<file path="config.mk">
export PLATFORM = sky130hd
export DESIGN_NAME = pied_top
export DESIGN_NICKNAME = d
export VERILOG_FILES = /design/src/pkg/pied_pkg.sv /design/src/rtl/pied_decode.sv /design/src/rtl/pied_top.sv
export SDC_FILE = /design/constraint.sdc
export NUM_CORES = 1
export LEC_CHECK = 0
export BUFFER_PORTS_ARGS = -buffer_cell sky130_fd_sc_hd__buf_4
export CAP_MARGIN = 15
export CORE_ASPECT_RATIO = 1.2
export CORE_MARGIN = 5
export CORE_UTILIZATION = 57
export CTS_BUF_LIST = sky130_fd_sc_hd__clkbuf_4 sky130_fd_sc_hd__clkbuf_8
export DETAILED_ROUTE_END_ITERATION = 8
export PLACE_DENSITY = 0.78
export REMOVE_ABC_BUFFERS = 1
export SLEW_MARGIN = 25
export SYNTH_ARGS = -nofsm -noshare
export SYNTH_HDL_FRONTEND = slang
export SYNTH_SLANG_ARGS = --single-unit
</file>
<file path="constraint.sdc">
create_clock -name REF_CLK -period 2.4 [get_ports REF_CLK]
set_input_delay 0.12 -clock REF_CLK [delete_from_list [all_inputs] [get_ports REF_CLK]]
set_output_delay 0.12 -clock REF_CLK [all_outputs]
set_load 0.02 [all_outputs]
</file>
<file path="src/pkg/pied_pkg.sv">
// Constants for the posted interrupt entry decoder
package pied_pkg;
	// Remap table entry fields
	localparam int ENT_PRESENT_BIT   = 0;
	localparam int ENT_FAULT_OFF_BIT = 1;
	localparam int ENT_RSV_LO_MSB    = 7;
	localparam int ENT_RSV_LO_LSB    = 2;
	localparam int ENT_SWF_MSB       = 11;
	localparam int ENT_SWF_LSB       = 8;
	localparam int ENT_RSV_HI_MSB    = 13;
	localparam int ENT_RSV_HI_LSB    = 12;
	localparam int ENT_URGENT_BIT    = 14;
	localparam int ENT_MODE_BIT      = 15;
	localparam int ENT_VEC_LSB       = 16;
	localparam int ENT_DADDR_LSB     = 38;
	localparam int ENT_WIDTH         = 64;
	localparam int DADDR_WIDTH       = 26;
	localparam int DADDR_SHIFT       = 6;
	// Posting descriptor fields
	localparam int DSC_WIDTH         = 512;
	localparam int DSC_OUTST_BIT     = 256;
	localparam int DSC_MUTE_BIT      = 257;
	localparam int DSC_NVEC_LSB      = 272;
	localparam int DSC_TGT_LSB       = 288;
	localparam int DSC_TGT8_LSB      = 296;
	localparam int DSC_RSV_LSB       = 320;
	localparam int DSC_RSV_WIDTH     = 192;
	localparam int BITMAP_WIDTH      = 256;
	localparam int VEC_WIDTH         = 8;
	localparam int TGT_WIDTH         = 32;
	localparam int TGT8_WIDTH        = 8;
	// Register port map (word index on the plain port)
	localparam logic [3:0] ADR_CTRL     = 4'h0;
	localparam logic [3:0] ADR_ENT_LO   = 4'h1;
	localparam logic [3:0] ADR_ENT_HI   = 4'h2;
	localparam logic [3:0] ADR_STATUS   = 4'h3;
	localparam logic [3:0] ADR_OUTCOME  = 4'h4;
	localparam logic [3:0] ADR_DSC_CTL  = 4'h5;
	localparam logic [3:0] ADR_DSC_TGT  = 4'h6;
	localparam logic [3:0] ADR_BITMAP   = 4'h7;
	localparam logic [3:0] ADR_BM_SEL   = 4'h8;
	localparam logic [3:0] ADR_DADDR    = 4'h9;
	localparam logic [31:0] CTRL_RESET  = 32'h0000_0003;
	// Control bits
	localparam int CTRL_CAP_BIT    = 0;
	localparam int CTRL_X32_BIT    = 1;
	localparam int CTRL_GO_BIT     = 2;
	localparam int CTRL_CLRBM_BIT  = 3;
	typedef enum logic [2:0] {
		PIED_OUT_NONE,
		PIED_OUT_BLOCKED,
		PIED_OUT_FAULT,
		PIED_OUT_REMAP,
		PIED_OUT_POSTED
	} pied_outcome_t;
endpackage

</file>
<file path="src/rtl/pied_decode.sv">
// Combinational decode of one remap table entry
`timescale 1ns/100ps
`default_nettype none
module pied_decode (
	input  wire logic [63:0] entry,
	input  wire logic        posting_capable,
	output logic             present,
	output logic             fault_log_off,
	output logic             posted,
	output logic             latency_critical,
	output logic             rsv_error,
	output logic [7:0]       guest_vector,
	output logic [25:0]      descr_addr_low
);
	logic mode_raw;
	logic urg_raw;
	always_comb begin
		present          = entry[pied_pkg::ENT_PRESENT_BIT];
		fault_log_off    = entry[pied_pkg::ENT_FAULT_OFF_BIT];
		mode_raw         = entry[pied_pkg::ENT_MODE_BIT];
		urg_raw          = entry[pied_pkg::ENT_URGENT_BIT];
		posted           = present && posting_capable && mode_raw;
		latency_critical = posted && urg_raw;
		guest_vector     = entry[pied_pkg::ENT_VEC_LSB +: pied_pkg::VEC_WIDTH];
		descr_addr_low   = entry[pied_pkg::ENT_DADDR_LSB +: pied_pkg::DADDR_WIDTH];
		// Software field is never looked at
		rsv_error = present && (
			(|entry[pied_pkg::ENT_RSV_HI_MSB:pied_pkg::ENT_RSV_HI_LSB]) ||
			(|entry[pied_pkg::ENT_RSV_LO_MSB:pied_pkg::ENT_RSV_LO_LSB]) ||
			(!posting_capable && (mode_raw || urg_raw)));
	end
endmodule
`default_nettype wire

</file>
<file path="src/rtl/pied_top.sv">
// Posted interrupt entry decoder with descriptor image and register port
//
// Strobed register access and the address map were left to the implementer.
`timescale 1ns/100ps
`default_nettype none
// Overview of operation
// - Guest vector from entry bits 23:16
// - Mode bit 15 selects posted or remapped
// - Without posting, mode and urgency are reserved
// - Urgency bit 14 marks latency-critical
// - Urgency consulted only when valid and posted
// - Software bits 11:8 are ignored
// - Bit 1 suppresses fault recording
// - Fault suppression honoured regardless of valid
// - Bit 0 clear blocks every request
// - Bit 0 set processes per fields
// - Descriptor is 64 bytes, 64-byte aligned
// - 8-bit target from bits 303:296
// - 32-bit target uses bits 319:288
// - Entry bits 63:38 give address 31:6
// - Set outstanding, notify only if clear
// - Mute with non-urgent: no notify, no change
// - Notify edge, asserted, with vector 279:272
module pied_top (
	input  wire logic        REF_CLK,
	input  wire logic        RST_N,
	input  wire logic [3:0]  ADDR,
	input  wire logic [31:0] WDATA,
	input  wire logic        WR,
	input  wire logic        RD,
	output logic [31:0]      RDATA,
	output logic             NOTIFY,
	output logic [7:0]       NOTIFY_VECTOR,
	output logic [31:0]      NOTIFY_TARGET,
	output logic             FAULT_REPORT,
	output logic [31:0]      DESCR_ADDR
);
	logic [31:0]  ctrl_reg;
	logic [63:0]  entry_reg;
	logic [255:0] bitmap_reg;
	logic         outst_reg;
	logic         mute_reg;
	logic [7:0]   dsc_nvec_reg;
	logic [31:0]  dsc_tgt_reg;
	logic [2:0]   bm_sel_reg;
	logic [31:0]  rdata_reg;
	logic         notify_reg;
	logic [7:0]   nvec_reg;
	logic [31:0]  ntgt_reg;
	logic         fault_reg;
	logic [31:0]  daddr_reg;
	logic [31:0]  post_cnt_reg;
	logic [31:0]  block_cnt_reg;
	pied_pkg::pied_outcome_t outcome_reg;
	logic         d_present;
	logic         d_fault_off;
	logic         d_posted;
	logic         d_urgent;
	logic         d_rsv_err;
	logic [7:0]   d_vector;
	logic [25:0]  d_daddr;
	logic         go;
	logic         muted;
	logic         outst;
	logic         do_post;
	logic         send_notify;
	logic         clr_bm;
	logic         refused;
	logic [31:0]  tgt_next;
	logic [31:0]  rdata_next;

	pied_decode u_decode (
		.entry            (entry_reg),
		.posting_capable  (ctrl_reg[pied_pkg::CTRL_CAP_BIT]),
		.present          (d_present),
		.fault_log_off    (d_fault_off),
		.posted           (d_posted),
		.latency_critical (d_urgent),
		.rsv_error        (d_rsv_err),
		.guest_vector     (d_vector),
		.descr_addr_low   (d_daddr)
	);

	// A request is issued by writing the go bit of the control word
	assign go = WR && (ADDR == pied_pkg::ADR_CTRL) && WDATA[pied_pkg::CTRL_GO_BIT];
	assign clr_bm = WR && (ADDR == pied_pkg::ADR_CTRL) && WDATA[pied_pkg::CTRL_CLRBM_BIT];
	assign refused = go && (!d_present || d_rsv_err);
	assign outst = outst_reg;
	assign muted = mute_reg && !d_urgent;
	assign do_post = go && d_present && !d_rsv_err && d_posted;
	assign send_notify = do_post && !muted && !outst;

	always_comb begin
		if (ctrl_reg[pied_pkg::CTRL_X32_BIT]) begin
			tgt_next = dsc_tgt_reg;
		end else begin
			tgt_next = {24'h00_0000, dsc_tgt_reg[
				pied_pkg::DSC_TGT8_LSB - pied_pkg::DSC_TGT_LSB +: pied_pkg::TGT8_WIDTH]};
		end
	end

	// Control word
	always_ff @(posedge REF_CLK or negedge RST_N) begin
		if (!RST_N) begin
			ctrl_reg <= pied_pkg::CTRL_RESET;
		end else if (WR && ADDR == pied_pkg::ADR_CTRL) begin
			ctrl_reg <= {30'h0000_0000, WDATA[1:0]};
		end
	end

	// Entry image
	always_ff @(posedge REF_CLK or negedge RST_N) begin
		if (!RST_N) begin
			entry_reg <= 64'h0000_0000_0000_0000;
		end else if (WR && ADDR == pied_pkg::ADR_ENT_LO) begin
			entry_reg[31:0] <= WDATA;
		end else if (WR && ADDR == pied_pkg::ADR_ENT_HI) begin
			entry_reg[63:32] <= WDATA;
		end
	end

	// Bitmap word select
	always_ff @(posedge REF_CLK or negedge RST_N) begin
		if (!RST_N) begin
			bm_sel_reg <= 3'h0;
		end else if (WR && ADDR == pied_pkg::ADR_BM_SEL) begin
			bm_sel_reg <= WDATA[2:0];
		end
	end

	// Pending request bitmap, one flip-flop per vector; a post beats a clear
	for (genvar i = 0; i < pied_pkg::BITMAP_WIDTH; i++) begin : g_bitmap
		always_ff @(posedge REF_CLK or negedge RST_N) begin
			if (!RST_N) begin
				bitmap_reg[i] <= 1'b0;
			end else if (do_post && d_vector == 8'(i)) begin
				bitmap_reg[i] <= 1'b1;
			end else if (clr_bm) begin
				bitmap_reg[i] <= 1'b0;
			end
		end
	end

	// Outstanding flag: a notifying post wins over a software write
	always_ff @(posedge REF_CLK or negedge RST_N) begin
		if (!RST_N) begin
			outst_reg <= 1'b0;
		end else if (do_post && !muted) begin
			outst_reg <= 1'b1;
		end else if (WR && ADDR == pied_pkg::ADR_DSC_CTL) begin
			outst_reg <= WDATA[0];
		end
	end

	// Mute flag, software owned
	always_ff @(posedge REF_CLK or negedge RST_N) begin
		if (!RST_N) begin
			mute_reg <= 1'b0;
		end else if (WR && ADDR == pied_pkg::ADR_DSC_CTL) begin
			mute_reg <= WDATA[1];
		end
	end

	// Notification vector field, software owned
	always_ff @(posedge REF_CLK or negedge RST_N) begin
		if (!RST_N) begin
			dsc_nvec_reg <= 8'h00;
		end else if (WR && ADDR == pied_pkg::ADR_DSC_CTL) begin
			dsc_nvec_reg <= WDATA[15:8];
		end
	end

	// Notification target word; the reserved upper area is not stored
	always_ff @(posedge REF_CLK or negedge RST_N) begin
		if (!RST_N) begin
			dsc_tgt_reg <= 32'h0000_0000;
		end else if (WR && ADDR == pied_pkg::ADR_DSC_TGT) begin
			dsc_tgt_reg <= WDATA;
		end
	end

	// Notification pulse, one cycle per accepted notify
	always_ff @(posedge REF_CLK or negedge RST_N) begin
		if (!RST_N) begin
			notify_reg <= 1'b0;
		end else begin
			notify_reg <= send_notify;
		end
	end

	// Vector carried by the notification, held until the next one
	always_ff @(posedge REF_CLK or negedge RST_N) begin
		if (!RST_N) begin
			nvec_reg <= 8'h00;
		end else if (send_notify) begin
			nvec_reg <= dsc_nvec_reg;
		end
	end

	// Target carried by the notification, held until the next one
	always_ff @(posedge REF_CLK or negedge RST_N) begin
		if (!RST_N) begin
			ntgt_reg <= 32'h0000_0000;
		end else if (send_notify) begin
			ntgt_reg <= tgt_next;
		end
	end

	// Fault report pulse for a blocked or faulted request
	always_ff @(posedge REF_CLK or negedge RST_N) begin
		if (!RST_N) begin
			fault_reg <= 1'b0;
		end else if (refused) begin
			fault_reg <= !d_fault_off;
		end else begin
			fault_reg <= 1'b0;
		end
	end

	// Outcome of the last request
	always_ff @(posedge REF_CLK or negedge RST_N) begin
		if (!RST_N) begin
			outcome_reg <= pied_pkg::PIED_OUT_NONE;
		end else if (go) begin
			if (!d_present) begin
				outcome_reg <= pied_pkg::PIED_OUT_BLOCKED;
			end else if (d_rsv_err) begin
				outcome_reg <= pied_pkg::PIED_OUT_FAULT;
			end else if (d_posted) begin
				outcome_reg <= pied_pkg::PIED_OUT_POSTED;
			end else begin
				outcome_reg <= pied_pkg::PIED_OUT_REMAP;
			end
		end
	end

	// Count of posted requests
	always_ff @(posedge REF_CLK or negedge RST_N) begin
		if (!RST_N) begin
			post_cnt_reg <= 32'h0000_0000;
		end else if (do_post) begin
			post_cnt_reg <= post_cnt_reg + 32'h0000_0001;
		end
	end

	// Count of blocked or faulted requests
	always_ff @(posedge REF_CLK or negedge RST_N) begin
		if (!RST_N) begin
			block_cnt_reg <= 32'h0000_0000;
		end else if (refused) begin
			block_cnt_reg <= block_cnt_reg + 32'h0000_0001;
		end
	end

	// Descriptor address, 64-byte aligned
	always_ff @(posedge REF_CLK or negedge RST_N) begin
		if (!RST_N) begin
			daddr_reg <= 32'h0000_0000;
		end else begin
			daddr_reg <= {d_daddr, 6'h00};
		end
	end

	// Read mux
	always_comb begin
		case (ADDR)
			pied_pkg::ADR_CTRL:    rdata_next = ctrl_reg;
			pied_pkg::ADR_ENT_LO:  rdata_next = entry_reg[31:0];
			pied_pkg::ADR_ENT_HI:  rdata_next = entry_reg[63:32];
			pied_pkg::ADR_STATUS:  rdata_next = {23'h00_0000, d_vector,
				d_rsv_err};
			pied_pkg::ADR_OUTCOME: rdata_next = {post_cnt_reg[15:0],
				block_cnt_reg[12:0], outcome_reg};
			pied_pkg::ADR_DSC_CTL: rdata_next = {16'h0000, dsc_nvec_reg, 6'h00,
				mute_reg, outst_reg};
			pied_pkg::ADR_DSC_TGT: rdata_next = dsc_tgt_reg;
			pied_pkg::ADR_BITMAP:  rdata_next = bitmap_reg[{bm_sel_reg, 5'h00} +: 32];
			pied_pkg::ADR_BM_SEL:  rdata_next = {29'h0000_0000, bm_sel_reg};
			pied_pkg::ADR_DADDR:   rdata_next = daddr_reg;
			default:               rdata_next = 32'h0000_0000;
		endcase
	end

	always_ff @(posedge REF_CLK or negedge RST_N) begin
		if (!RST_N) begin
			rdata_reg <= 32'h0000_0000;
		end else if (RD) begin
			rdata_reg <= rdata_next;
		end else begin
			rdata_reg <= 32'h0000_0000;
		end
	end

	assign RDATA         = rdata_reg;
	assign NOTIFY        = notify_reg;
	assign NOTIFY_VECTOR = nvec_reg;
	assign NOTIFY_TARGET = ntgt_reg;
	assign FAULT_REPORT  = fault_reg;
	assign DESCR_ADDR    = daddr_reg;
endmodule
`default_nettype wire

</file>
* Word level (Yosys, flattened, before mapping)
Index checks and enable logic that the tools add are counted.
Word-level totals: bits in registers 534, input bits 40, output and inout port bits 106, logic and storage cells 1356
Cells by class: add/sub/neg operators 2, equality and inequality tests 264, shifts and indexed selects 1, multiplexer cells 266, bitwise logic cells 1, reductions and logical operators 549
Operator list (count):
- == test 8 bit, second input constant | 128
- nonzero test 2 bit | 257
- == test 8 x 7 -> 1 bit, second input constant | 64
- case mux 32 bit (10 select lines) | 1
- logical AND 1 bit | 276
- two-way mux 1 bit | 260
- == test 8 x 6 -> 1 bit, second input constant | 32
- indexed part select 256 x 9 -> 32 bit | 1
- == test 8 x 5 -> 1 bit, second input constant | 16
- adder 32 x 1 -> 32 bit, second input constant | 2
- == test 8 x 4 -> 1 bit, second input constant | 8
- two-way mux 32 bit | 2
- == test 8 x 3 -> 1 bit, second input constant | 4
- == test 4 x 3 -> 1 bit, second input constant | 4
- == test 8 x 2 -> 1 bit, second input constant | 2
- two-way mux 3 bit | 3
- == test 4 x 2 -> 1 bit, second input constant | 2
- == test 4 bit, second input constant | 2
- == test 8 x 1 -> 1 bit, second input constant | 1
- zero test 8 bit | 1
- zero test 1 bit | 7
- OR reduction 6 bit | 1
- == test 4 x 1 -> 1 bit, second input constant | 1
- zero test 4 bit | 1
- other kinds (4) | 7

* Depth between registers and ports, before layout
depth after elaboration 9, mapped depth 7, gate-level depth less buffers 5

* Modules after synthesis
From an unflattened synthesis, not the netlist that was laid out.
Second synthesis, totals: cell total of the unflattened synthesis 1789, area total of the unflattened synthesis 21405.5 um2
By module, submodules not included:
- pied_top | times used 1, cells an instance 1746, area each 21080.2 um2, seq. area each 12489.5 um2
- pied_decode | times used 1, cells an instance 43, area each 325.3 um2, seq. area each 0.0 um2

* Least setup slack after synthesis
No wires, ideal clock.
path type register -> register, start reg entry_reg[5], end reg ntgt_reg[0] (netlist: NOTIFY_TARGET[0]), library setup time 0.125 ns, data arrival time 1.799 ns, required time 2.275 ns, setup slack 0.475 ns, cell stages (with the launch flop) 5, path buffers 1, clock period less this slack 1.925 ns, cell sequence dfrtp_1 > or4_4 > or3_4 > buf_6 > mux2_4
On the way: cells in the longest elaborated chain, start to end 9
Ends and longest elaborated chain:
- start: declaration | RTL line pied_top.sv:39 | logic [63:0] entry_reg;
- start signal: assignment | RTL line pied_top.sv:114 | entry_reg <= 64'h0000_0000_0000_0000;
- start signal: assignment | RTL line pied_top.sv:116 | entry_reg[31:0] <= WDATA;
- OR reduction 6 bit | RTL line pied_decode.sv:29 | (|entry[pied_pkg::ENT_RSV_LO_MSB:pied_pkg::ENT_RSV_LO_LSB]) ||
- logical OR 1 bit | RTL line pied_decode.sv:28 | (|entry[pied_pkg::ENT_RSV_HI_MSB:pied_pkg::ENT_RSV_HI_LSB]) ||
- logical OR 1 bit | RTL line pied_decode.sv:29
- logical AND 1 bit | RTL line pied_decode.sv:27 | rsv_error = present && (
- zero test 1 bit | RTL line pied_top.sv:90 | assign do_post = go && d_present && !d_rsv_err && d_posted;
- logical AND 1 bit (2 in series) | RTL line pied_top.sv:90
- logical AND 1 bit (2 in series) | RTL line pied_top.sv:91 | assign send_notify = do_post && !muted && !outst;
- end signal: assignment | RTL line pied_top.sv:205 | ntgt_reg <= tgt_next;
- end: declaration | RTL line pied_top.sv:49 | logic [31:0] ntgt_reg;
Every way passes these cells. A chain may end at the register's enable or synchronous reset.

* Worst setup path in the final report
start reg entry_reg[13], end reg bitmap_reg[241]
On the way: cells in the longest elaborated chain, start to end 9, elaborated cells between the ends (all ways) 10, classes of those cells 1 x mux; 9 x reduce/logical
Ends and longest elaborated chain:
- OR reduction 2 bit * | RTL line pied_decode.sv:28
- logical OR 1 bit * | RTL line pied_decode.sv:28
- logical OR 1 bit * | RTL line pied_decode.sv:29
- logical AND 1 bit * | RTL line pied_decode.sv:27
- zero test 1 bit * | RTL line pied_top.sv:90
- logical AND 1 bit * (2 in series) | RTL line pied_top.sv:90
- logical AND 1 bit * | RTL line pied_top.sv:136 | end else if (do_post && d_vector == 8'(i)) begin
- two-way mux 1 bit or nonzero test 2 bit (tied branches)
- end signal: indexed assignment | RTL line pied_top.sv:135 | bitmap_reg[i] <= 1'b0;
- end signal: indexed assignment | RTL line pied_top.sv:137 | bitmap_reg[i] <= 1'b1;
- end signal: indexed assignment | RTL line pied_top.sv:139 | bitmap_reg[i] <= 1'b0;
- end: declaration | RTL line pied_top.sv:40 | logic [255:0] bitmap_reg;
Mark *: on every way between the ends. The rest lies on a longest branch, timed or not.

==> qor.yml <==
cts_sinks: 499
ys_seq_area_frac: 0.582
hold_violations: 0
r2r_cells: 5
tightest_slew_ns: 0.794
yosys.area.top_type_share: 0.580
clockPowerShare: 0.368
largest_reg_flops: 256
synth_cell_types: 66
internal-power_mw: 14.1
ios: 146
r2r_start: "entry_reg[13]"
switching_share: 0.276
grt_setup_unrepaired: "false"
worst-r2r-setup-slack_ns: 0.13
postCtsSetupRepairBufs: 0
synth_edf_count: 0
cts.clk_slew.worst_paths_ns: 0.07
peakVddDrop_mv: 0.407
synth_common_cells: "dfrtp_1, nand2_1, o21ai_0, mux2_2, o21ai_1"
routedWlPerCell_um: 22.8
max_clock_freq_ghz: 0.440
finalCritPeriodShare: 0.947
dp.cells: 2368
synth_area_leaders: "dfrtp_1, mux4_2, nand2_1"
end_kind: "flip-flop"
finalNetCount: 2052
rr_endpoint: "bitmap_reg[241]"
synth_flop_cell: "dfrtp_1"
die_area_um2: 41600
fillers: 2567
status: "finished, final reports clean"
gp_congestion: 0.901
portBuffers: 139
initial_utilization: 0.580
drtPass1Iterations: 8
drcViolationCount: 0
slew_viol_final: 0
cts-root-buf: "clkbuf_8"
cap_violations: 0
grt_pass1_vias: 16700
die_h_um: 223
multi_input_area_um2: 8280
worstSetupPathType: "flip-flop to flip-flop"
syn_to_final_growth_pct: 17.4
p_per_area_nw_per_um2: 775
via_per_inst: 6.26
cp.required_ns: 2.93
synth-seq-cells: 499
grt_use_total: 0.281
vias: 15900
layout-drive-gt1-share: 0.272
die_x_um: 187
finalClockSkew_ns: 0.0299
leakage_nw: 11.2
antenna_found_initial: 0
finalSetupTns_ns: 0
clk_latency_ns: 0.64
slew_headroom: 0.471
overflow: 0
core-area_um2: 37000
antenna_cells: 0
finalCriticalPeriod_ns: 2.27
cts_buffer_depth: 3
worstSetupStartpointType: "flip-flop"
htree_num_levels: 3
setup_viol: 0
cts_tree: "yes"
grt_first_pass_wirelength_um: 93000
syn-cell-area_um2: 21500
instances_no_fill: 2538
regArea_um2: 12500
synthArstFlopShare: 1.00
power.switching_mw: 5.37
yosysMostFrequentCell: "dfrtp_1"
routed_wl_um: 58000
drt_iter0_drc: 1817
power_frac_comb: 0.135
cts_buffers: 76
post_synth.cell_area_avg_um2: 11.7
dp_hpwl_um: 37000
cp_max_fo: 64
rows: 77
yosysTopAreaCell: "dfrtp_1"
ant_nets: 0
ys.warnings.count: 0
grt_max_degree: 88
holdCritPathClass: "input pin to async pin"
synthCells: 1828
seq_power_share: 0.497
worstPathArrival_ns: 2.81
## power by group through the flow
stage	combinational, mW	sequential, mW	clock [mW]
final	2.63	9.70	7.17
after global routing	2.82	9.76	7.65
after CTS	2.62	9.66	7.25
after detailed placement	2.55	9.81	0
after global placement	2.50	9.78	0
after floorplan	1.14	9.87	0
## worst max-delay path by stage
stage               cells past startpoint              end  slack (ns)     startpoint
finish                                  5  bitmap_reg[241]        0.13  entry_reg[13]
global route                            5  bitmap_reg[241]        0.05  entry_reg[13]
CTS                                     5  bitmap_reg[241]        0.05  entry_reg[13]
detailed placement                      5  bitmap_reg[249]        0.09  entry_reg[13]
global placement                        5  bitmap_reg[245]        0.21  entry_reg[13]
floorplan                               4  bitmap_reg[248]       -3.28        ADDR[1]
## metrics by stage
stage	hold slack (ns)	area [µm²]	util	setup WS [ns]	total power [mW]
detailed placement	0.0826	23200	0.628	0.0852	12.4
global placement	0.0764	23200	0.628	0.214	12.3
CTS	0.00418	25200	0.681	0.0503	19.5
global route	0.0614	25200	0.681	0.0451	20.2
finish	0.0212	25200	0.681	0.126	19.5
floorplan	-0.176	20700	-	-3.28	11.0
## layout by cell type, fill, tap and decap left out, drive strengths merged, types with 4 or more instances in the layout
cell         instances
inv                  9
mux4                63
nand2b               7
clkbuf             120
mux2i                8
buf                210
and4                 5
dlygate4sd3         38
nor3b                5
a31oi               26
dfrtp              497
nor2                20
and3                 6
o31ai               27
conb                 6
nor2b                5
nand2              365
nor3                23
nor4                 8
a22oi               73
nand3               13
a21oi                4
a41oi                8
o21ai              281
xnor2                5
a22o                 5
a222oi              19
clkinv              11
xor2                22
mux2               136
## kinds of logic after synthesis
group	after synthesis	synth area share
flip-flops	499	0.582
other	1	0.000175
adder cells (fa/ha/maj)	2	0.00117
multiplexers	207	0.143
XOR/XNOR	27	0.0110
AND/OR/NAND/NOR	482	0.100
AO/OA/AOI/OAI	453	0.127
buffers and inverters	157	0.0349
## final cells by class
class	instances	share of cell area
inverter	8	0.00119
clock buffer	120	0.0594
sequential	499	0.496
clock inverter	12	0.00253
tap	474	0.0235
timing repair buffer	248	0.0884
multi-input combinational	1177	0.329
## layer usage
layer | up-vias | part of all wire | track usage
li1 | 6931 | - | -
met5 | - | 0 | 0
met2 | 742 | 0.51 | 0.477
met3 | 150 | 0.074 | 0.0438
met4 | 0 | 0.037 | 0.121
met1 | 8063 | 0.38 | 0.361
## repair_timing
item,4_1_cts,5_1_grt
hold buffers,38,0
endpoints found under the hold margin,612,0
endpoints found under the setup margin,0,47
gates resized for setup,0,1
## critical path, stage by stage (launching register included)
cell	delay, ns
dfrtp_1	0.42
nor4_4	0.42
nand3_1	0.23
or4_2	0.62
buf_12	0.23
o21ai_0	0.23
(Power assumes the default switching activity.)
